## src/lmha_regs.svh

```systemverilog
// Constants of the local memory host access controller
`ifndef LMHA_REGS_SVH
`define LMHA_REGS_SVH
`define LMHA_CLK_MHZ 250
`define LMHA_QUARTER_NS 8
`define LMHA_QUARTER_CYC ((`LMHA_QUARTER_NS * `LMHA_CLK_MHZ + 999) / 1000)
`define LMHA_CODE_COPROC 4'h0
`define LMHA_CODE_EMU 4'h1
`define LMHA_CODE_HOST 4'h2
`define LMHA_CODE_REFRESH 4'h3
`define LMHA_CODE_XFER_VIDEO 4'h4
`define LMHA_CODE_XFER_CPU 4'h5
`define LMHA_CODE_WMASK 4'h6
`define LMHA_CODE_COLOR 4'h7
`define LMHA_CODE_DATA 4'h8
`define LMHA_CODE_CACHE 4'h9
`define LMHA_CODE_IFETCH 4'ha
`define LMHA_CODE_VECTOR 4'hb
`define LMHA_CODE_LOCKED 4'hc
`define LMHA_CODE_PIXEL 4'hd
`define LMHA_CODE_BLKW 4'he
`define LMHA_CODE_RSVD 4'hf
`define LMHA_PINS_IDLE 10'h3fe
`define LMHA_PINS_RESET 10'h3ff
`endif

```

## src/lmha_pkg.sv

```systemverilog
// Types of the local memory host access controller
`default_nettype none
package lmha_pkg;
	typedef enum logic [1:0] {
		ST_IDLE = 2'b00,
		ST_ADDR = 2'b01,
		ST_DATA = 2'b11,
		ST_OFF = 2'b10
	} lmha_state_type;
	typedef enum logic [1:0] {
		SRC_CPU = 2'b00,
		SRC_HOST = 2'b01,
		SRC_PF = 2'b10
	} lmha_src_type;
	typedef struct packed {
		logic [3:0] code;
		logic [26:0] addr;
		logic [3:0] be;
		logic write;
		logic rmw;
		logic masked;
	} lmha_req_type;
	typedef struct packed {
		logic lad_oe_n;
		logic address_latch_strobe_n;
		logic ras_n;
		logic [3:0] cas_n;
		logic we_n;
		logic trqe_n;
		logic sf;
	} lmha_pins_type;
endpackage
`default_nettype wire

```

## src/lmha_ctrl.sv

```systemverilog
// Local memory bus controller: cycle codes, dynamic sizing, bus release, host port
`include "lmha_regs.svh"
`default_nettype none
module lmha_ctrl (
	input wire logic CLK_IN,
	input wire logic RST_IN,
	input wire logic [31:0] LOCAL_ADDR_DATA_BUS_IN,
	output logic [31:0] LOCAL_ADDR_DATA_BUS_OUT,
	output logic LOCAL_ADDR_DATA_BUS_OE_N_OUT,
	output logic ADDRESS_LATCH_STROBE_N_OUT,
	output logic RAS_N_OUT,
	output logic [3:0] CAS_N_OUT,
	output logic WE_N_OUT,
	output logic TRANSFER_OUTPUT_ENABLE_N_OUT,
	output logic SPECIAL_FUNCTION_PIN_OUT,
	input wire logic HALF_WIDTH_ACK_N_IN,
	input wire logic PAGE_MODE_ACK_N_IN,
	input wire logic BUS_FAULT_IN,
	input wire logic BUS_GRANT_N_IN,
	output logic PRIORITY_REQUEST_A_N_OUT,
	output logic PRIORITY_REQUEST_B_N_OUT,
	input wire logic [26:0] HOST_LONGWORD_ADDR_IN,
	input wire logic [3:0] HOST_BYTE_SELECTS_N_IN,
	input wire logic HOST_SELECT_N_IN,
	input wire logic HOST_READ_REQ_N_IN,
	input wire logic HOST_WRITE_REQ_N_IN,
	input wire logic HOST_INCREMENT_EN_IN,
	input wire logic HOST_PREFETCH_WRITE_EN_IN,
	output logic HOST_READY_OUT,
	output logic HOST_DATA_STROBE_N_OUT,
	output logic HOST_OUTPUT_ENABLE_N_OUT,
	input wire logic CPU_REQ_VALID_IN,
	input wire lmha_pkg::lmha_req_type CPU_REQ_IN,
	input wire logic [31:0] CPU_WDATA_IN,
	output logic CPU_ACCEPT_OUT,
	output logic CPU_DONE_OUT,
	output logic [31:0] CPU_RDATA_OUT
);
	import lmha_pkg::*;

	logic [1:0] qcnt_r, qcnt_nxt;
	logic qen;
	lmha_state_type st_r, st_nxt;
	lmha_src_type src_r, src_nxt;
	lmha_pins_type pins_r, pins_nxt;
	lmha_req_type req_r, req_nxt;
	logic [1:0] q_r, q_nxt;
	logic [31:0] lad_r, lad_nxt, wdata_r, wdata_nxt, rdata_r, rdata_nxt;
	logic word_r, word_nxt, half16_r, half16_nxt, upper_r, upper_nxt;
	logic page_r, page_nxt, wph_r, wph_nxt, fault_r, fault_nxt, pend_r, pend_nxt;
	logic prio_a_r, prio_a_nxt, prio_b_r, prio_b_nxt;
	logic acc_r, acc_nxt, done_r, done_nxt;
	logic eff_wr, swap, special, xfer, pf_hit, host_cand, pf_cand;
	logic take_host, take_pf, eng_fin, rd_cap, hwr_on, bnd, complete, goto_next;
	logic [3:0] mask, cas_m;
	logic [31:0] wd_sw;
	logic [26:0] haddr_r, haddr_nxt, pf_addr_r, pf_addr_nxt;
	logic [3:0] hbs_r, hbs_nxt;
	logic hsel_d_r, hsel_d_nxt, hwq_d_r, hwq_d_nxt, hsel_fall;
	logic served_r, served_nxt, hrd_pend_r, hrd_pend_nxt, hwr_pend_r, hwr_pend_nxt;
	logic pf_valid_r, pf_valid_nxt, pf_pend_r, pf_pend_nxt;
	logic ready_r, ready_nxt, hds_r, hds_nxt, hoe_r, hoe_nxt;

	function automatic logic [31:0] addr_word(input logic [26:0] a, input logic w,
		input logic [3:0] c);
		addr_word = {a, w, c};
	endfunction

	// Quarter-cycle enable
	always_comb begin
		qen = (qcnt_r == 2'(`LMHA_QUARTER_CYC - 1));
		qcnt_nxt = qen ? 2'h0 : qcnt_r + 2'h1;
	end

	always_ff @(posedge CLK_IN) begin
		if (RST_IN) begin
			qcnt_r <= 2'h0;
		end else begin
			qcnt_r <= qcnt_nxt;
		end
	end

	// Bus engine
	always_comb begin
		st_nxt = st_r;
		src_nxt = src_r;
		pins_nxt = pins_r;
		req_nxt = req_r;
		q_nxt = q_r;
		lad_nxt = lad_r;
		wdata_nxt = wdata_r;
		rdata_nxt = rdata_r;
		word_nxt = word_r;
		half16_nxt = half16_r;
		upper_nxt = upper_r;
		page_nxt = page_r;
		wph_nxt = wph_r;
		fault_nxt = fault_r;
		pend_nxt = pend_r;
		acc_nxt = 1'b0;
		done_nxt = 1'b0;
		take_host = 1'b0;
		take_pf = 1'b0;
		eng_fin = 1'b0;
		rd_cap = 1'b0;
		hwr_on = 1'b0;
		bnd = 1'b0;
		complete = 1'b0;
		goto_next = 1'b0;
		pf_hit = pf_valid_r & HOST_INCREMENT_EN_IN & (pf_addr_r == haddr_r);
		host_cand = hwr_pend_r | (hrd_pend_r & ~pf_hit);
		// Prefetch waits for the host to deselect so the latched read data survives
		pf_cand = pf_pend_r & HOST_SELECT_N_IN;
		eff_wr = req_r.write & ~(req_r.rmw & ~wph_r);
		mask = eff_wr ? req_r.be : 4'hf;
		swap = word_r & half16_r;
		cas_m = swap ? {mask[1:0], mask[3:2]} : mask;
		wd_sw = swap ? {wdata_r[15:0], wdata_r[31:16]} : wdata_r;
		special = (req_r.code == `LMHA_CODE_WMASK) | (req_r.code == `LMHA_CODE_COLOR) |
			(req_r.code == `LMHA_CODE_BLKW);
		xfer = (req_r.code == `LMHA_CODE_XFER_VIDEO) | (req_r.code == `LMHA_CODE_XFER_CPU);
		prio_a_nxt = ~(CPU_REQ_VALID_IN | host_cand | pf_cand | pend_r);
		prio_b_nxt = ~host_cand;
		if (st_r == ST_DATA) begin
			fault_nxt = fault_r | BUS_FAULT_IN;
		end
		if (qen) begin
			q_nxt = q_r + 2'h1;
			unique case (st_r)
			ST_IDLE: begin
				q_nxt = 2'h0;
				if (!BUS_GRANT_N_IN && (host_cand || pf_cand || CPU_REQ_VALID_IN)) begin
					word_nxt = 1'b0;
					wph_nxt = 1'b0;
					half16_nxt = 1'b0;
					upper_nxt = 1'b0;
					page_nxt = 1'b0;
					fault_nxt = 1'b0;
					pend_nxt = 1'b1;
					st_nxt = ST_ADDR;
					if (host_cand) begin
						take_host = 1'b1;
						src_nxt = SRC_HOST;
						req_nxt = '{code: `LMHA_CODE_HOST, addr: haddr_r, be: hbs_r,
							write: hwr_pend_r, rmw: 1'b0, masked: 1'b0};
					end else if (pf_cand) begin
						take_pf = 1'b1;
						src_nxt = SRC_PF;
						req_nxt = '{code: `LMHA_CODE_HOST, addr: pf_addr_r, be: 4'hf,
							write: 1'b0, rmw: 1'b0, masked: 1'b0};
					end else begin
						acc_nxt = 1'b1;
						src_nxt = SRC_CPU;
						req_nxt = CPU_REQ_IN;
						wdata_nxt = CPU_WDATA_IN;
						if (CPU_REQ_IN.code == `LMHA_CODE_RSVD) begin
							req_nxt.code = `LMHA_CODE_DATA;
						end
					end
					lad_nxt = addr_word(req_nxt.addr, 1'b0, req_nxt.code);
					pins_nxt.lad_oe_n = 1'b0;
				end
			end
			ST_ADDR: begin
				unique case (q_r)
				2'h0: begin
					pins_nxt.address_latch_strobe_n = 1'b0;
					if (req_r.code == `LMHA_CODE_REFRESH) begin
						pins_nxt.cas_n = 4'h0;
					end
				end
				2'h1: begin
					pins_nxt.ras_n = 1'b0;
					pins_nxt.sf = special;
					pins_nxt.we_n = ~(req_r.masked | (req_r.code == `LMHA_CODE_WMASK) |
						(req_r.code == `LMHA_CODE_COLOR));
					pins_nxt.trqe_n = ~xfer;
				end
				2'h2: begin
					pins_nxt.address_latch_strobe_n = 1'b1;
					pins_nxt.sf = 1'b0;
					pins_nxt.we_n = 1'b1;
					pins_nxt.trqe_n = 1'b1;
				end
				2'h3: begin
					if (req_r.code == `LMHA_CODE_REFRESH) begin
						bnd = 1'b1;
						complete = 1'b1;
					end else begin
						st_nxt = ST_DATA;
						pins_nxt.lad_oe_n = 1'b1;
					end
				end
				endcase
			end
			ST_DATA: begin
				unique case (q_r)
				2'h0: begin
					if (!word_r) begin
						half16_nxt = ~HALF_WIDTH_ACK_N_IN;
						page_nxt = ~PAGE_MODE_ACK_N_IN;
					end else begin
						upper_nxt = HALF_WIDTH_ACK_N_IN;
					end
					if (eff_wr) begin
						pins_nxt.we_n = 1'b0;
						if (src_r == SRC_CPU) begin
							lad_nxt = wd_sw;
							pins_nxt.lad_oe_n = 1'b0;
						end else begin
							hwr_on = 1'b1;
						end
					end
				end
				2'h1: begin
					pins_nxt.cas_n = ~cas_m;
				end
				2'h2: begin
					if (!eff_wr) begin
						rd_cap = 1'b1;
						if (!swap) begin
							rdata_nxt = LOCAL_ADDR_DATA_BUS_IN;
						end else if (upper_r) begin
							rdata_nxt[15:0] = LOCAL_ADDR_DATA_BUS_IN[31:16];
						end else begin
							rdata_nxt[31:16] = LOCAL_ADDR_DATA_BUS_IN[15:0];
						end
					end
				end
				2'h3: begin
					bnd = 1'b1;
					if (fault_nxt) begin
						word_nxt = 1'b0;
						wph_nxt = 1'b0;
						fault_nxt = 1'b0;
					end else if (!word_r && half16_r) begin
						word_nxt = 1'b1;
						goto_next = 1'b1;
					end else if (req_r.rmw && !wph_r) begin
						wph_nxt = 1'b1;
						word_nxt = 1'b0;
						goto_next = 1'b1;
					end else begin
						complete = 1'b1;
					end
				end
				endcase
			end
			ST_OFF: begin
				q_nxt = 2'h0;
				if (!BUS_GRANT_N_IN) begin
					if (pend_r) begin
						st_nxt = ST_ADDR;
						half16_nxt = 1'b0;
						fault_nxt = 1'b0;
						pins_nxt.lad_oe_n = 1'b0;
						lad_nxt = addr_word(req_r.addr, 1'b0, req_r.code);
					end else begin
						st_nxt = ST_IDLE;
					end
				end
			end
			endcase
			if (bnd) begin
				pins_nxt.cas_n = 4'hf;
				pins_nxt.we_n = 1'b1;
				pins_nxt.lad_oe_n = 1'b1;
				if (complete) begin
					eng_fin = 1'b1;
					pend_nxt = 1'b0;
					pins_nxt.ras_n = 1'b1;
					done_nxt = (src_r == SRC_CPU);
					st_nxt = ST_IDLE;
				end else if (goto_next && page_r) begin
					st_nxt = ST_DATA;
				end else begin
					st_nxt = ST_ADDR;
					pins_nxt.ras_n = 1'b1;
					pins_nxt.lad_oe_n = 1'b0;
					lad_nxt = addr_word(req_r.addr, word_nxt, req_r.code);
				end
				if (BUS_GRANT_N_IN) begin
					// Unfinished work restarts from its address cycle on regrant
					st_nxt = ST_OFF;
					pins_nxt = `LMHA_PINS_IDLE;
					word_nxt = 1'b0;
					wph_nxt = 1'b0;
				end
			end
		end
	end

	always_ff @(posedge CLK_IN) begin
		if (RST_IN) begin
			st_r <= ST_IDLE;
			src_r <= SRC_CPU;
			pins_r <= `LMHA_PINS_RESET;
			req_r <= '0;
			q_r <= 2'h0;
			lad_r <= 32'h0000_0000;
			wdata_r <= 32'h0000_0000;
			rdata_r <= 32'h0000_0000;
			word_r <= 1'b0;
			half16_r <= 1'b0;
			upper_r <= 1'b0;
			page_r <= 1'b0;
			wph_r <= 1'b0;
			fault_r <= 1'b0;
			pend_r <= 1'b0;
			prio_a_r <= 1'b1;
			prio_b_r <= 1'b1;
			acc_r <= 1'b0;
			done_r <= 1'b0;
		end else begin
			st_r <= st_nxt;
			src_r <= src_nxt;
			pins_r <= pins_nxt;
			req_r <= req_nxt;
			q_r <= q_nxt;
			lad_r <= lad_nxt;
			wdata_r <= wdata_nxt;
			rdata_r <= rdata_nxt;
			word_r <= word_nxt;
			half16_r <= half16_nxt;
			upper_r <= upper_nxt;
			page_r <= page_nxt;
			wph_r <= wph_nxt;
			fault_r <= fault_nxt;
			pend_r <= pend_nxt;
			prio_a_r <= prio_a_nxt;
			prio_b_r <= prio_b_nxt;
			acc_r <= acc_nxt;
			done_r <= done_nxt;
		end
	end

	// Host port
	always_comb begin
		hsel_d_nxt = HOST_SELECT_N_IN;
		hwq_d_nxt = HOST_WRITE_REQ_N_IN;
		haddr_nxt = haddr_r;
		hbs_nxt = hbs_r;
		served_nxt = served_r;
		hrd_pend_nxt = hrd_pend_r;
		hwr_pend_nxt = hwr_pend_r;
		pf_valid_nxt = pf_valid_r;
		pf_pend_nxt = pf_pend_r;
		pf_addr_nxt = pf_addr_r;
		ready_nxt = ready_r;
		hds_nxt = hds_r;
		hoe_nxt = hoe_r;
		hsel_fall = hsel_d_r & ~HOST_SELECT_N_IN;
		if (hsel_fall) begin
			haddr_nxt = HOST_LONGWORD_ADDR_IN;
			hbs_nxt = ~HOST_BYTE_SELECTS_N_IN;
		end
		if (!HOST_SELECT_N_IN && !hsel_fall && !served_r) begin
			// Both requests low at once is ignored
			if (!HOST_READ_REQ_N_IN && HOST_WRITE_REQ_N_IN) begin
				served_nxt = 1'b1;
				if (pf_hit) begin
					ready_nxt = 1'b1;
				end else begin
					hrd_pend_nxt = 1'b1;
				end
			end else if (!hwq_d_r && HOST_WRITE_REQ_N_IN && HOST_READ_REQ_N_IN) begin
				served_nxt = 1'b1;
				hwr_pend_nxt = 1'b1;
				if (pf_addr_r == haddr_r) begin
					pf_valid_nxt = 1'b0;
				end
			end
		end
		if (take_host) begin
			hrd_pend_nxt = 1'b0;
			hwr_pend_nxt = 1'b0;
		end
		if (take_pf) begin
			pf_pend_nxt = 1'b0;
		end
		if (rd_cap && src_r != SRC_CPU) begin
			hds_nxt = 1'b0;
		end
		if (hwr_on) begin
			hoe_nxt = 1'b0;
		end
		if (eng_fin && src_r == SRC_HOST) begin
			ready_nxt = 1'b1;
			if (HOST_INCREMENT_EN_IN && (req_r.write == HOST_PREFETCH_WRITE_EN_IN)) begin
				pf_pend_nxt = 1'b1;
				pf_valid_nxt = 1'b0;
				pf_addr_nxt = haddr_r + 27'h1;
			end
		end
		if (eng_fin && src_r == SRC_PF) begin
			pf_valid_nxt = 1'b1;
			hds_nxt = 1'b1;
		end
		if (ready_r) begin
			hds_nxt = 1'b1;
			hoe_nxt = 1'b1;
		end
		if (HOST_SELECT_N_IN) begin
			ready_nxt = 1'b0;
			served_nxt = 1'b0;
		end
	end

	always_ff @(posedge CLK_IN) begin
		if (RST_IN) begin
			hsel_d_r <= 1'b1;
			hwq_d_r <= 1'b1;
			haddr_r <= 27'h000_0000;
			hbs_r <= 4'h0;
			served_r <= 1'b0;
			hrd_pend_r <= 1'b0;
			hwr_pend_r <= 1'b0;
			pf_valid_r <= 1'b0;
			pf_pend_r <= 1'b0;
			pf_addr_r <= 27'h000_0000;
			ready_r <= 1'b0;
			hds_r <= 1'b1;
			hoe_r <= 1'b1;
		end else begin
			hsel_d_r <= hsel_d_nxt;
			hwq_d_r <= hwq_d_nxt;
			haddr_r <= haddr_nxt;
			hbs_r <= hbs_nxt;
			served_r <= served_nxt;
			hrd_pend_r <= hrd_pend_nxt;
			hwr_pend_r <= hwr_pend_nxt;
			pf_valid_r <= pf_valid_nxt;
			pf_pend_r <= pf_pend_nxt;
			pf_addr_r <= pf_addr_nxt;
			ready_r <= ready_nxt;
			hds_r <= hds_nxt;
			hoe_r <= hoe_nxt;
		end
	end

	assign LOCAL_ADDR_DATA_BUS_OUT = lad_r;
	assign LOCAL_ADDR_DATA_BUS_OE_N_OUT = pins_r.lad_oe_n;
	assign ADDRESS_LATCH_STROBE_N_OUT = pins_r.address_latch_strobe_n;
	assign RAS_N_OUT = pins_r.ras_n;
	assign CAS_N_OUT = pins_r.cas_n;
	assign WE_N_OUT = pins_r.we_n;
	assign TRANSFER_OUTPUT_ENABLE_N_OUT = pins_r.trqe_n;
	assign SPECIAL_FUNCTION_PIN_OUT = pins_r.sf;
	assign PRIORITY_REQUEST_A_N_OUT = prio_a_r;
	assign PRIORITY_REQUEST_B_N_OUT = prio_b_r;
	assign HOST_READY_OUT = ready_r;
	assign HOST_DATA_STROBE_N_OUT = hds_r;
	assign HOST_OUTPUT_ENABLE_N_OUT = hoe_r;
	assign CPU_ACCEPT_OUT = acc_r;
	assign CPU_DONE_OUT = done_r;
	assign CPU_RDATA_OUT = rdata_r;
endmodule
`default_nettype wire

```

## config.mk

```make
export PLATFORM = sky130hd
export DESIGN_NAME = lmha_ctrl
export DESIGN_NICKNAME = d
export VERILOG_FILES = /design/src/lmha_pkg.sv /design/src/lmha_ctrl.sv
export VERILOG_INCLUDE_DIRS = /design/src
export SDC_FILE = /design/constraint.sdc
export NUM_CORES = 1
export LEC_CHECK = 0
export ABC_CLOCK_PERIOD_IN_PS = 2300
export BUFFER_PORTS_ARGS = -buffer_cell sky130_fd_sc_hd__buf_2
export CAP_MARGIN = 25
export CELL_PAD_IN_SITES_DETAIL_PLACEMENT = 1
export CELL_PAD_IN_SITES_GLOBAL_PLACEMENT = 1
export CORE_AREA = 3 3 190 192
export CTS_CLUSTER_DIAMETER = 100
export DETAILED_ROUTE_END_ITERATION = 7
export DIE_AREA = 0 0 193 195
export HOLD_SLACK_MARGIN = 0.08
export PLACE_DENSITY_LB_ADDON = 0.1
export SYNTH_ARGS = -nofsm -noshare
export SYNTH_HDL_FRONTEND = slang
export SYNTH_SLANG_ARGS = --single-unit
```

## constraint.sdc

```tcl
create_clock -name CLK_IN -period 2.3 [get_ports CLK_IN]
set_clock_uncertainty 0.05 [all_clocks]
set_input_delay 0.23 -clock CLK_IN [delete_from_list [all_inputs] [get_ports CLK_IN]]
set_output_delay 0.23 -clock CLK_IN [all_outputs]
set_load 0.01 [all_outputs]
```

=== Word level (Yosys, flattened, before mapping) ===
Cells that the tools add are included.

* Output and inout port bits: 81
* Input bits: 145
* Flip-flop bits (word level): 231
* Word-level logic and storage cells: 332

* $add $sub $neg: 3
* Eq/ne operators: 38
* Reduce and logical (&&, ||, !) cells: 59
* Bitwise logic cells: 38
* Mux-type cells: 149

{| class="wikitable"
|+ Operators with widths
! kind !! number
|-
| $mux 32 || 11
|-
| $mux 1 || 99
|-
| $pmux 32 s3 || 1
|-
| $mux 38 || 2
|-
| $reduce_and 5->1 || 7
|-
| $mux 16 || 2
|-
| $add 27x1->27 const B || 1
|-
| $eq 27x27->1 || 1
|-
| $mux 2 || 13
|-
| $mux 4 || 6
|-
| $mux 10 || 2
|-
| $not 1->1 || 18
|-
| $eq 4x3->1 const B || 4
|-
| $ne 3x3->1 const B || 5
|-
| $ne 2x2->1 const B || 7
|-
| $pmux 1 s2 || 7
|-
| $logic_and 1x1->1 || 13
|-
| $reduce_and 3->1 || 4
|-
| $reduce_bool 2->1 || 6
|-
| $eq 2x2->1 const B || 5
|-
| $or 1x1->1 || 10
|-
| $pmux 5 s2 || 1
|-
| $reduce_or 2->1 || 5
|-
| $ne 3x1->1 const B || 3
|-
| 26 further kinds || 54
|}

=== Depth between registers and ports, before layout ===
Gate-level depths: netlist of run 1.

* Word-level depth: 14
* Depth in mapped cells: 12
* Gate-level depth less buffers: 9

=== Worst setup path after synthesis of run 1 ===
Ideal clock, no wire load.

* Path kind: register -> register
* Start point: register haddr_r[10]
* End point: register lad_r[14] (netlist: LOCAL_ADDR_DATA_BUS_OUT[14])
* Period minus slack after synthesis: 2.469 ns
* Path buffers: 2
* Setup time: 0.137 ns
* Cell stages (with the launch flop): 10
* Data required time: 2.113 ns
* Slack: -0.169 ns
* Data arrival time: 2.282 ns
* Cell sequence: dfxtp_1 clkbuf_1 xor2_1 nor4_2 nand4_2 o22ai_2 buf_2 mux2_2 a222oi_1 o21ai_0

* Word-level cells in the longest chain between the ends: 13
* Elaborated cells on any way between the ends: 14
* Those cells by class: eq/ne: 1; mux: 6; bitwise: 4; reduce/logical: 3

{| class="wikitable"
|+ Ends and longest elaborated chain
! item !! line !! source
|-
| start: declaration || lmha_ctrl.sv:57 || <nowiki>logic [26:0] haddr_r, haddr_nxt, pf_addr_r, pf_addr_nxt;</nowiki>
|-
| start signal: assignment || lmha_ctrl.sv:427 || <nowiki>haddr_r <= haddr_nxt;</nowiki>
|-
| $eq 27x27->1 (*) || lmha_ctrl.sv:110 || <nowiki>pf_hit = pf_valid_r & HOST_INCREMENT_EN_IN & (pf_addr_r == haddr_r);</nowiki>
|-
| $and 1x1->1 (*) || lmha_ctrl.sv:110 ||
|-
| $not 1->1 (no line) (*) || - ||
|-
| $and 1x1->1 (*) || lmha_ctrl.sv:111 || <nowiki>host_cand = hwr_pend_r | (hrd_pend_r & ~pf_hit);</nowiki>
|-
| $or 1x1->1 (*) || lmha_ctrl.sv:111 ||
|-
| $logic_or 1x1->1 (2 in series) || lmha_ctrl.sv:132 || <nowiki>if (!BUS_GRANT_N_IN && (host_cand || pf_cand || CPU_REQ_VALID_IN)) begin</nowiki>
|-
| $logic_and 1x1->1 || lmha_ctrl.sv:132 ||
|-
| $mux 32 (*) || lmha_ctrl.sv:132 ||
|-
| $pmux 32 s3 (*) || lmha_ctrl.sv:129 || <nowiki>unique case (st_r)</nowiki>
|-
| $mux 32 || lmha_ctrl.sv:274 || <nowiki>end else if (goto_next && page_r) begin</nowiki>
|-
| $mux 32 || lmha_ctrl.sv:268 || <nowiki>if (complete) begin</nowiki>
|-
| $mux 32 (*) || lmha_ctrl.sv:264 || <nowiki>if (bnd) begin</nowiki>
|-
| end signal: assignment || lmha_ctrl.sv:320 || <nowiki>lad_r <= lad_nxt;</nowiki>
|-
| end: declaration || lmha_ctrl.sv:48 || <nowiki>logic [31:0] lad_r, lad_nxt, wdata_r, wdata_nxt, rdata_r, rdata_nxt;</nowiki>
|}

Mark *: on every way between the ends. The rest lies on a longest branch, timed or not.
A chain may end at the register's enable or synchronous reset.

=== Final worst setup path of run 1 ===
* Start point: register pf_addr_r[16]
* End point: register lad_r[29] (netlist: LOCAL_ADDR_DATA_BUS_OUT[29])

* Word-level cells in the longest chain between the ends: 13
* Elaborated cells on any way between the ends: 14
* Those cells by class: eq/ne: 1; mux: 6; bitwise: 4; reduce/logical: 3

{| class="wikitable"
|+ Ends and longest elaborated chain
! item !! line !! source
|-
| start: declaration || lmha_ctrl.sv:57 ||
|-
| start signal: assignment || lmha_ctrl.sv:434 || <nowiki>pf_addr_r <= pf_addr_nxt;</nowiki>
|-
| $eq 27x27->1 (*) || lmha_ctrl.sv:110 ||
|-
| $and 1x1->1 (*) || lmha_ctrl.sv:110 ||
|-
| $not 1->1 (no line) (*) || - ||
|-
| $and 1x1->1 (*) || lmha_ctrl.sv:111 ||
|-
| $or 1x1->1 (*) || lmha_ctrl.sv:111 ||
|-
| $logic_or 1x1->1 (2 in series) || lmha_ctrl.sv:132 ||
|-
| $logic_and 1x1->1 || lmha_ctrl.sv:132 ||
|-
| $mux 32 (*) || lmha_ctrl.sv:132 ||
|-
| $pmux 32 s3 (*) || lmha_ctrl.sv:129 ||
|-
| $mux 32 || lmha_ctrl.sv:274 ||
|-
| $mux 32 || lmha_ctrl.sv:268 ||
|-
| $mux 32 (*) || lmha_ctrl.sv:264 ||
|}

Marked as above.

==> flow_summary.json, run 1 <==
{
  "synthAdderAreaFrac": 0.00982,
  "hpwl_um": 40000,
  "p_comb_frac": 0.201,
  "synthesis.nets": 1785,
  "placed_cell_area_um2": 15700,
  "ir_drop_mv": 0.635,
  "cellPowerDensity_nw_per_um2": 565,
  "place_congestion": 0.905,
  "avgViaCountPerCell": 6.01,
  "synthesis.area_um2": 12700,
  "grt_antenna_before_repair": 2,
  "die_h_um": 195,
  "avgRoutedWirePerCell_um": 26.3,
  "rsz0062_at_grt": "true",
  "overflow": 0,
  "core_area_um2": 34500,
  "synth_top_area_frac": 0.363,
  "die_area_um2": 37600,
  "synth_top_family_by_area": "compound AO/OA/AOI/OAI gates",
  "drive_above_1_share": 0.391,
  "worst_hold_slack_ps": 108,
  "fillers": 3952,
  "first_pass_iters": 7,
  "final_nets": 2267,
  "failed_checks": "setup timing",
  "rr_startpoint": "pf_addr_r[16]",
  "synth-seq-area-share": 0.363,
  "die_w_um": 193,
  "yosysWarnings": 0,
  "drt_wl_total_um": 68100,
  "r2r_slack_ps": -430,
  "post-route-min-period_ps": 2730,
  "synth_xor_xnor_area_share": 0.0364,
  "syn_area_per_cell_um2": 7.82,
  "cts_made_buffers": 28,
  "synth-edff-count": 0,
  "swShare": 0.295,
  "ios": 226,
  "internal-power_mw": 8.16,
  "cts_tree": "built",
  "setup_viol": 143,
  "finalHoldViolCount": 0,
  "critical_path_class": "register to register",
  "clkPwrFrac": 0.430,
  "relSlewSlack": 0.165,
  "hp-start": "CPU_REQ_IN[13]",
  "fmax_mhz": 367,
  "synth.distinct_cells": 75,
  "ys_ff_latch": 231,
  "rr_worst_depth": 11,
  "muxShareOfSynthArea": 0.0314,
  "first_iter_violations": 1342,
  "final_cells": 2588,
  "holdPathEnd": "req_r[13]",
  "synthSimpleGateAreaFrac": 0.217,
  "end_kind": "register",
  "hold_class": "input pin to register",
  "cp-start-kind": "register",
  "cts_root_buffer": "clkbuf_16",
  "crit_arrival_ps": 3120,
  "ys_dominant_reg_cell": "dfxtp_1",
  "yosysMostFrequentCell": "nand2_1",
  "grt_max_degree": 115,
  "io_buffers": 225,
  "status": "finished with violations",
  "clkLatencyLatePin_ps": 570,
  "drtAntennaViolNets": 0,
  "grtUsageTotal": 0.312,
  "vias": 15500,
  "p_leak_nw": 7.91,
  "synth_top_area_cell": "dfxtp_1",
  "rr_endpoint": "LOCAL_ADDR_DATA_BUS_OUT[29]",
  "p_sw_mw": 3.41,
  "remaining_drc_errors": 0,
  "drv_slew": 0,
  "grt_first_pass_wirelength_um": 92000,
  "htree_levels": 1,
  "syn_to_final_growth_pct": 60.9,
  "cts_sinks": 231,
  "design_area_um2": 20500,
  "dp.cells": 2361,
  "fin_crit_sh": 1.19,
  "synthArstFlopShare": 0,
  "tightest_slew_ps": 1250,
  "seqPwrFrac": 0.370,
  "worst_slack_ps": -428,
  "cts.clk_slew.worst_paths_ps": 70,
  "dpl_worst_slack_ps": -301,
  "synth_compound_area_frac": 0.276,
  "synth_cells": 1630,
  "cp_max_fo": 5,
  "initial_core_util": 0.369,
  "min_path_cells": 5,
  "critPathRequiredTime_ps": 2690,
  "yosys-top-cells-area": "dfxtp_1 36%, nand2_1 8.6%, a21oi_1 4.9%",
  "tns_ps": -28960,
  "clock_path_buffers": 3,
  "drv_cap": 0,
  "grt_pass1_vias": 15700,
  "rows": 68,
  "synth_common_cells": "291 x nand2_1, 231 x dfxtp_1, 137 x nor2_1, 124 x a21oi_1, 102 x clkbuf_1"
}
-- sequential cells by signal, indices dropped and copies added (netlist names), 4 cells and up --
register,cells
wdata_r,32
CAS_N_OUT,4
LOCAL_ADDR_DATA_BUS_OUT,32
haddr_r,27
CPU_RDATA_OUT,32
pf_addr_r,27
req_r,38
hbs_r,4
-- through the flow --
stage / util / power [mW]
6_report: 0.593 / 11.6
2_1_floorplan: - / 5.17
3_5_place_dp: 0.453 / 5.91
4_1_cts: 0.541 / 11.0
3_3_place_gp: 0.453 / 5.88
5_1_grt: 0.593 / 11.9
-- worst max-delay path, cell delays in order (launching register included) --
cell and delay, ps:
dfxtp_2 330, xor2_1 160, nor4_2 370, buf_4 190, buf_4 100, nand4_1 110
o211a_1 310, o21ai_4 200, buf_12 160, buf_8 170, a21oi_2 80, o31ai_1 340
-- layer usage --
metal / track usage / vias to the layer above / wire (µm)
met5: 0 / - / 0
met4: 0.140 / 0 / 3990
met3: 0.0434 / 231 / 4310
met2: 0.532 / 729 / 32900
met1: 0.390 / 7729 / 26900
li1: - / 6853 / -
-- repair_timing --
item | in CTS | in global routing
hold buffers | 120 | 0
gates cloned | 9 | 20
setup endpoints to repair | 146 | 151
setup buffers | 17 | 19
pin swaps | 46 | 126
gates resized for setup | 99 | 279
hold endpoints to repair | 129 | 0
-- kinds of logic after synthesis --
group / after synthesis
flip-flops: 231
XOR/XNOR: 53
adder cells (fa/ha/maj): 10
buffers and inverters: 188
AND/OR/NAND/NOR: 619
multiplexers: 39
AO/OA/AOI/OAI: 490
-- power groups by stage --
stage	logic, mW	registers, mW	clock network [mW]
floorplan	0.847	4.32	0
global placement	1.55	4.33	0
detailed placement	1.57	4.34	0
CTS	1.83	4.25	4.95
global route	2.43	4.29	5.15
finish	2.32	4.28	4.97
-- area by class of cell --
type                    count  area (µm²)  area share
well taps                 455         569      0.0278
clock inverters            12         190     0.00928
flip-flops and latches    231        4640       0.226
diodes                      2        5.00    0.000244
clock buffers              37         806      0.0393
repair buffers            601        5170       0.252
inverters                  38         143     0.00696
multi-input cells        1212        8970       0.438
-- layout by cell type (no fill, tap or decap), drive strengths merged, types with 4 or more instances in the layout --
cell type | synthesis | final
clkbuf | 102 | 54
inv | 37 | 37
dlygate4sd3 | 0 | 120
nor2b | 15 | 15
nand2b | 15 | 15
nor3b | 4 | 4
a22oi | 21 | 21
mux2i | 31 | 31
a21oi | 137 | 137
a221oi | 23 | 23
o221ai | 22 | 22
clkinv | 1 | 6
xnor2 | 24 | 24
bufinv | 0 | 5
a31oi | 12 | 12
xor2 | 29 | 29
nand4 | 16 | 16
a21o | 27 | 27
o21a | 22 | 22
or2 | 7 | 7
o31ai | 54 | 54
nor2 | 137 | 137
a311oi | 35 | 35
a222oi | 6 | 6
a211oi | 38 | 38
mux2 | 8 | 8
and3 | 4 | 4
nor3 | 11 | 11
buf | 48 | 464
o22ai | 4 | 4
or3 | 5 | 5
nor4 | 12 | 12
nand2 | 292 | 292
o211ai | 32 | 32
ha | 10 | 10
o21ai | 29 | 29
nand3 | 85 | 85
dfxtp | 231 | 231
and2 | 6 | 6
-- worst max-delay path by stage --
| stage | start | endpoint | cells after the start |
|---|---|---|---|
| 6_report | pf_addr_r[16] | LOCAL_ADDR_DATA_BUS_OUT[29] | 11 |
| 4_1_cts | pf_addr_r[11] | st_r[1] | 9 |
| 5_1_grt | haddr_r[16] | LOCAL_ADDR_DATA_BUS_OUT[29] | 11 |
| 3_3_place_gp | st_r[1] | pf_addr_r[22] | 9 |
| 3_5_place_dp | st_r[1] | pf_addr_r[15] | 9 |
| 2_1_floorplan | haddr_r[12] | st_r[1] | 8 |
Power figures use the tool's default switching activity.
==> run 2, diff against run 1 <==
--- a/config.mk
+++ b/config.mk
@@ -17,6 +17,7 @@
 export DIE_AREA = 0 0 193 195
 export HOLD_SLACK_MARGIN = 0.08
 export PLACE_DENSITY_LB_ADDON = 0.1
+export SETUP_SLACK_MARGIN = 0.4
 export SYNTH_ARGS = -nofsm -noshare
 export SYNTH_HDL_FRONTEND = slang
 export SYNTH_SLANG_ARGS = --single-unit
==> run 2 against run 1 <==
Compared with the run above:
- the flow still finishes with violations (setup timing)
- register-to-register slack worse by 60 ps
- total power increased by 1.0%
- sequential power is essentially flat
- cell count grew 2.2%
- flip-flop and latch count is the same
- via count grew 5.0%
- core utilization rose by 1.7 points
- design area is 2.8% higher
- clock power is 2% higher
- sequential share of layout area decreased by 0.60 points
- critical endpoint is now wdata_r[13]
==> flow_summary.json, run 2 (same netlist as run 1, synthesis figures left out) <==
{
  "status": "finished with violations",
  "failed_checks": "setup timing",
  "grt_antenna_before_repair": 3,
  "cp_slowest_cell": "nor4_4",
  "critical_path_class": "register to register",
  "largest_reg_flops": 38,
  "grt_first_pass_wirelength_um": 99300,
  "clkLatencyLatePin_ps": 600,
  "dp.cells": 2351,
  "rr_worst_depth": 10,
  "vias": 16300,
  "holdPathEnd": "req_r[13]",
  "p_total_mw": 11.7,
  "post-route-min-period_ps": 2790,
  "die_h_um": 195,
  "cts.clk_slew.worst_paths_ps": 80,
  "relSlewSlack": 0.379,
  "avgRoutedWirePerCell_um": 28.1,
  "drt_wl_total_um": 74200,
  "cp_max_fo": 6,
  "first_pass_iters": 6,
  "overflow": 0,
  "design_area_um2": 21100,
  "crit_family": "compound AO/OA/AOI/OAI gates",
  "drv_slew": 0,
  "ios": 226,
  "remaining_drc_errors": 0,
  "grt_pass1_vias": 16300,
  "final_cells": 2644,
  "tightest_slew_ps": 929,
  "die_area_um2": 37600,
  "drv_cap": 0,
  "crit_arrival_ps": 3250,
  "rr_startpoint": "pf_addr_r[3]",
  "drive_above_1_share": 0.398,
  "hp-start": "CPU_REQ_IN[13]",
  "fillers": 3936,
  "setup_viol": 147,
  "avgViaCountPerCell": 6.17,
  "crit_buf_inv": 3,
  "final_common_cell": "nand2_1",
  "finalHoldViolCount": 0,
  "path_cells": "xor2_1, nor4_4, nand4_4, o22a_4, o311ai_4, buf_6, buf_12, buf_16, o31ai_1, a21oi_1",
  "critPathRequiredTime_ps": 2760,
  "grtUsageTotal": 0.340,
  "rows": 68,
  "regMostFlops": "req_r",
  "min_path_cells": 5,
  "cts_root_buffer": "clkbuf_16",
  "tns_ps": -43590,
  "htree_levels": 1,
  "fmax_mhz": 358,
  "drtAntennaViolNets": 0,
  "grt_max_degree": 171,
  "cts_made_buffers": 29,
  "io_buffers": 225,
  "worst_slack_ps": -491,
  "cts_tree": "built",
  "cellPowerDensity_nw_per_um2": 555,
  "clock_path_buffers": 3,
  "cp.depth": 10,
  "fin_crit_sh": 1.21,
  "hold_class": "input pin to register",
  "rr_endpoint": "wdata_r[13]",
  "die_w_um": 193,
  "p_leak_nw": 8.26,
  "core_area_um2": 34500,
  "final_nets": 2319,
  "place_congestion": 0.922,
  "placed_cell_area_um2": 15700,
  "initial_core_util": 0.369,
  "mostFrequentLayoutCells": "268 x nand2_1, 224 x buf_2, 218 x dfxtp_1",
  "hpwl_um": 39800,
  "critPathMaxStageDelay_ps": 400,
  "end_kind": "register",
  "rsz0062_at_grt": "true",
  "syn_to_final_growth_pct": 65.4,
  "r2r_slack_ps": -490,
  "cp-start-kind": "register",
  "first_iter_violations": 1398,
  "ir_drop_mv": 0.619,
  "cts_sinks": 231
}
-- run 2: tightest hold or removal path: stages --
cell and delay [ps]:
buf_2 90, nand2_1 100, nand3_1 100, o211ai_1 90, a21oi_1 70
-- run 2: timing repair --
item	4_1_cts	5_1_grt
buffers inserted	50	30
hold buffers	123	0
hold endpoints to repair	129	0
cloned	26	8
pin swaps	57	87
endpoints found under the setup margin	190	191
gates resized for setup	162	198
-- run 2: layout make-up --
cell class,instances,area (µm²),share of cell area
antenna,3,7.51,0.000356
clock buffer,37,796,0.0378
clock inverter,16,215,0.0102
inverter,38,150,0.00712
multi-input combinational,1213,8750,0.415
sequential,231,4640,0.220
tap,455,569,0.0270
timing repair buffer,651,5940,0.282
-- run 2: how the worst max path moves through the flow --
| stage | to | slack, ps | from |
|---|---|---|---|
| finish | wdata_r[13] | -490 | pf_addr_r[3] |
| global route | LOCAL_ADDR_DATA_BUS_OUT[6] | -490 | pf_addr_r[11] |
| CTS | wdata_r[7] | -200 | pf_addr_r[16] |
| detailed placement | LOCAL_ADDR_DATA_BUS_OUT[18] | -290 | pf_addr_r[16] |
| global placement | st_r[1] | -230 | pf_addr_r[16] |
| floorplan | st_r[1] | -80 | haddr_r[12] |
-- run 2: report_power, final --
group          switching [mW]  internal [mW]  total [mW]  leakage [nW]
clock network            2.08           3.00        5.08         0.502
registers               0.144           4.13        4.28          1.88
logic                    1.29           1.04        2.34          5.88
-- run 2: metal layers --
metal / vias up / track usage / share of wire / wire length (µm)
li1: 6952 / - / - / -
met1: 8141 / 0.418 / 0.38 / 28300
met2: 901 / 0.583 / 0.48 / 35500
met3: 326 / 0.0497 / 0.072 / 5330
met4: 0 / 0.156 / 0.069 / 5090
met5: - / 0 / 0 / 0
-- run 2: stage by stage --
step	setup WS [ps]	util	hold slack, ps
2_1_floorplan	-77.8	-	276
3_3_place_gp	-234	0.455	364
3_5_place_dp	-285	0.455	370
4_1_cts	-199	0.573	81.3
5_1_grt	-491	0.610	113
6_report	-491	0.610	91.0
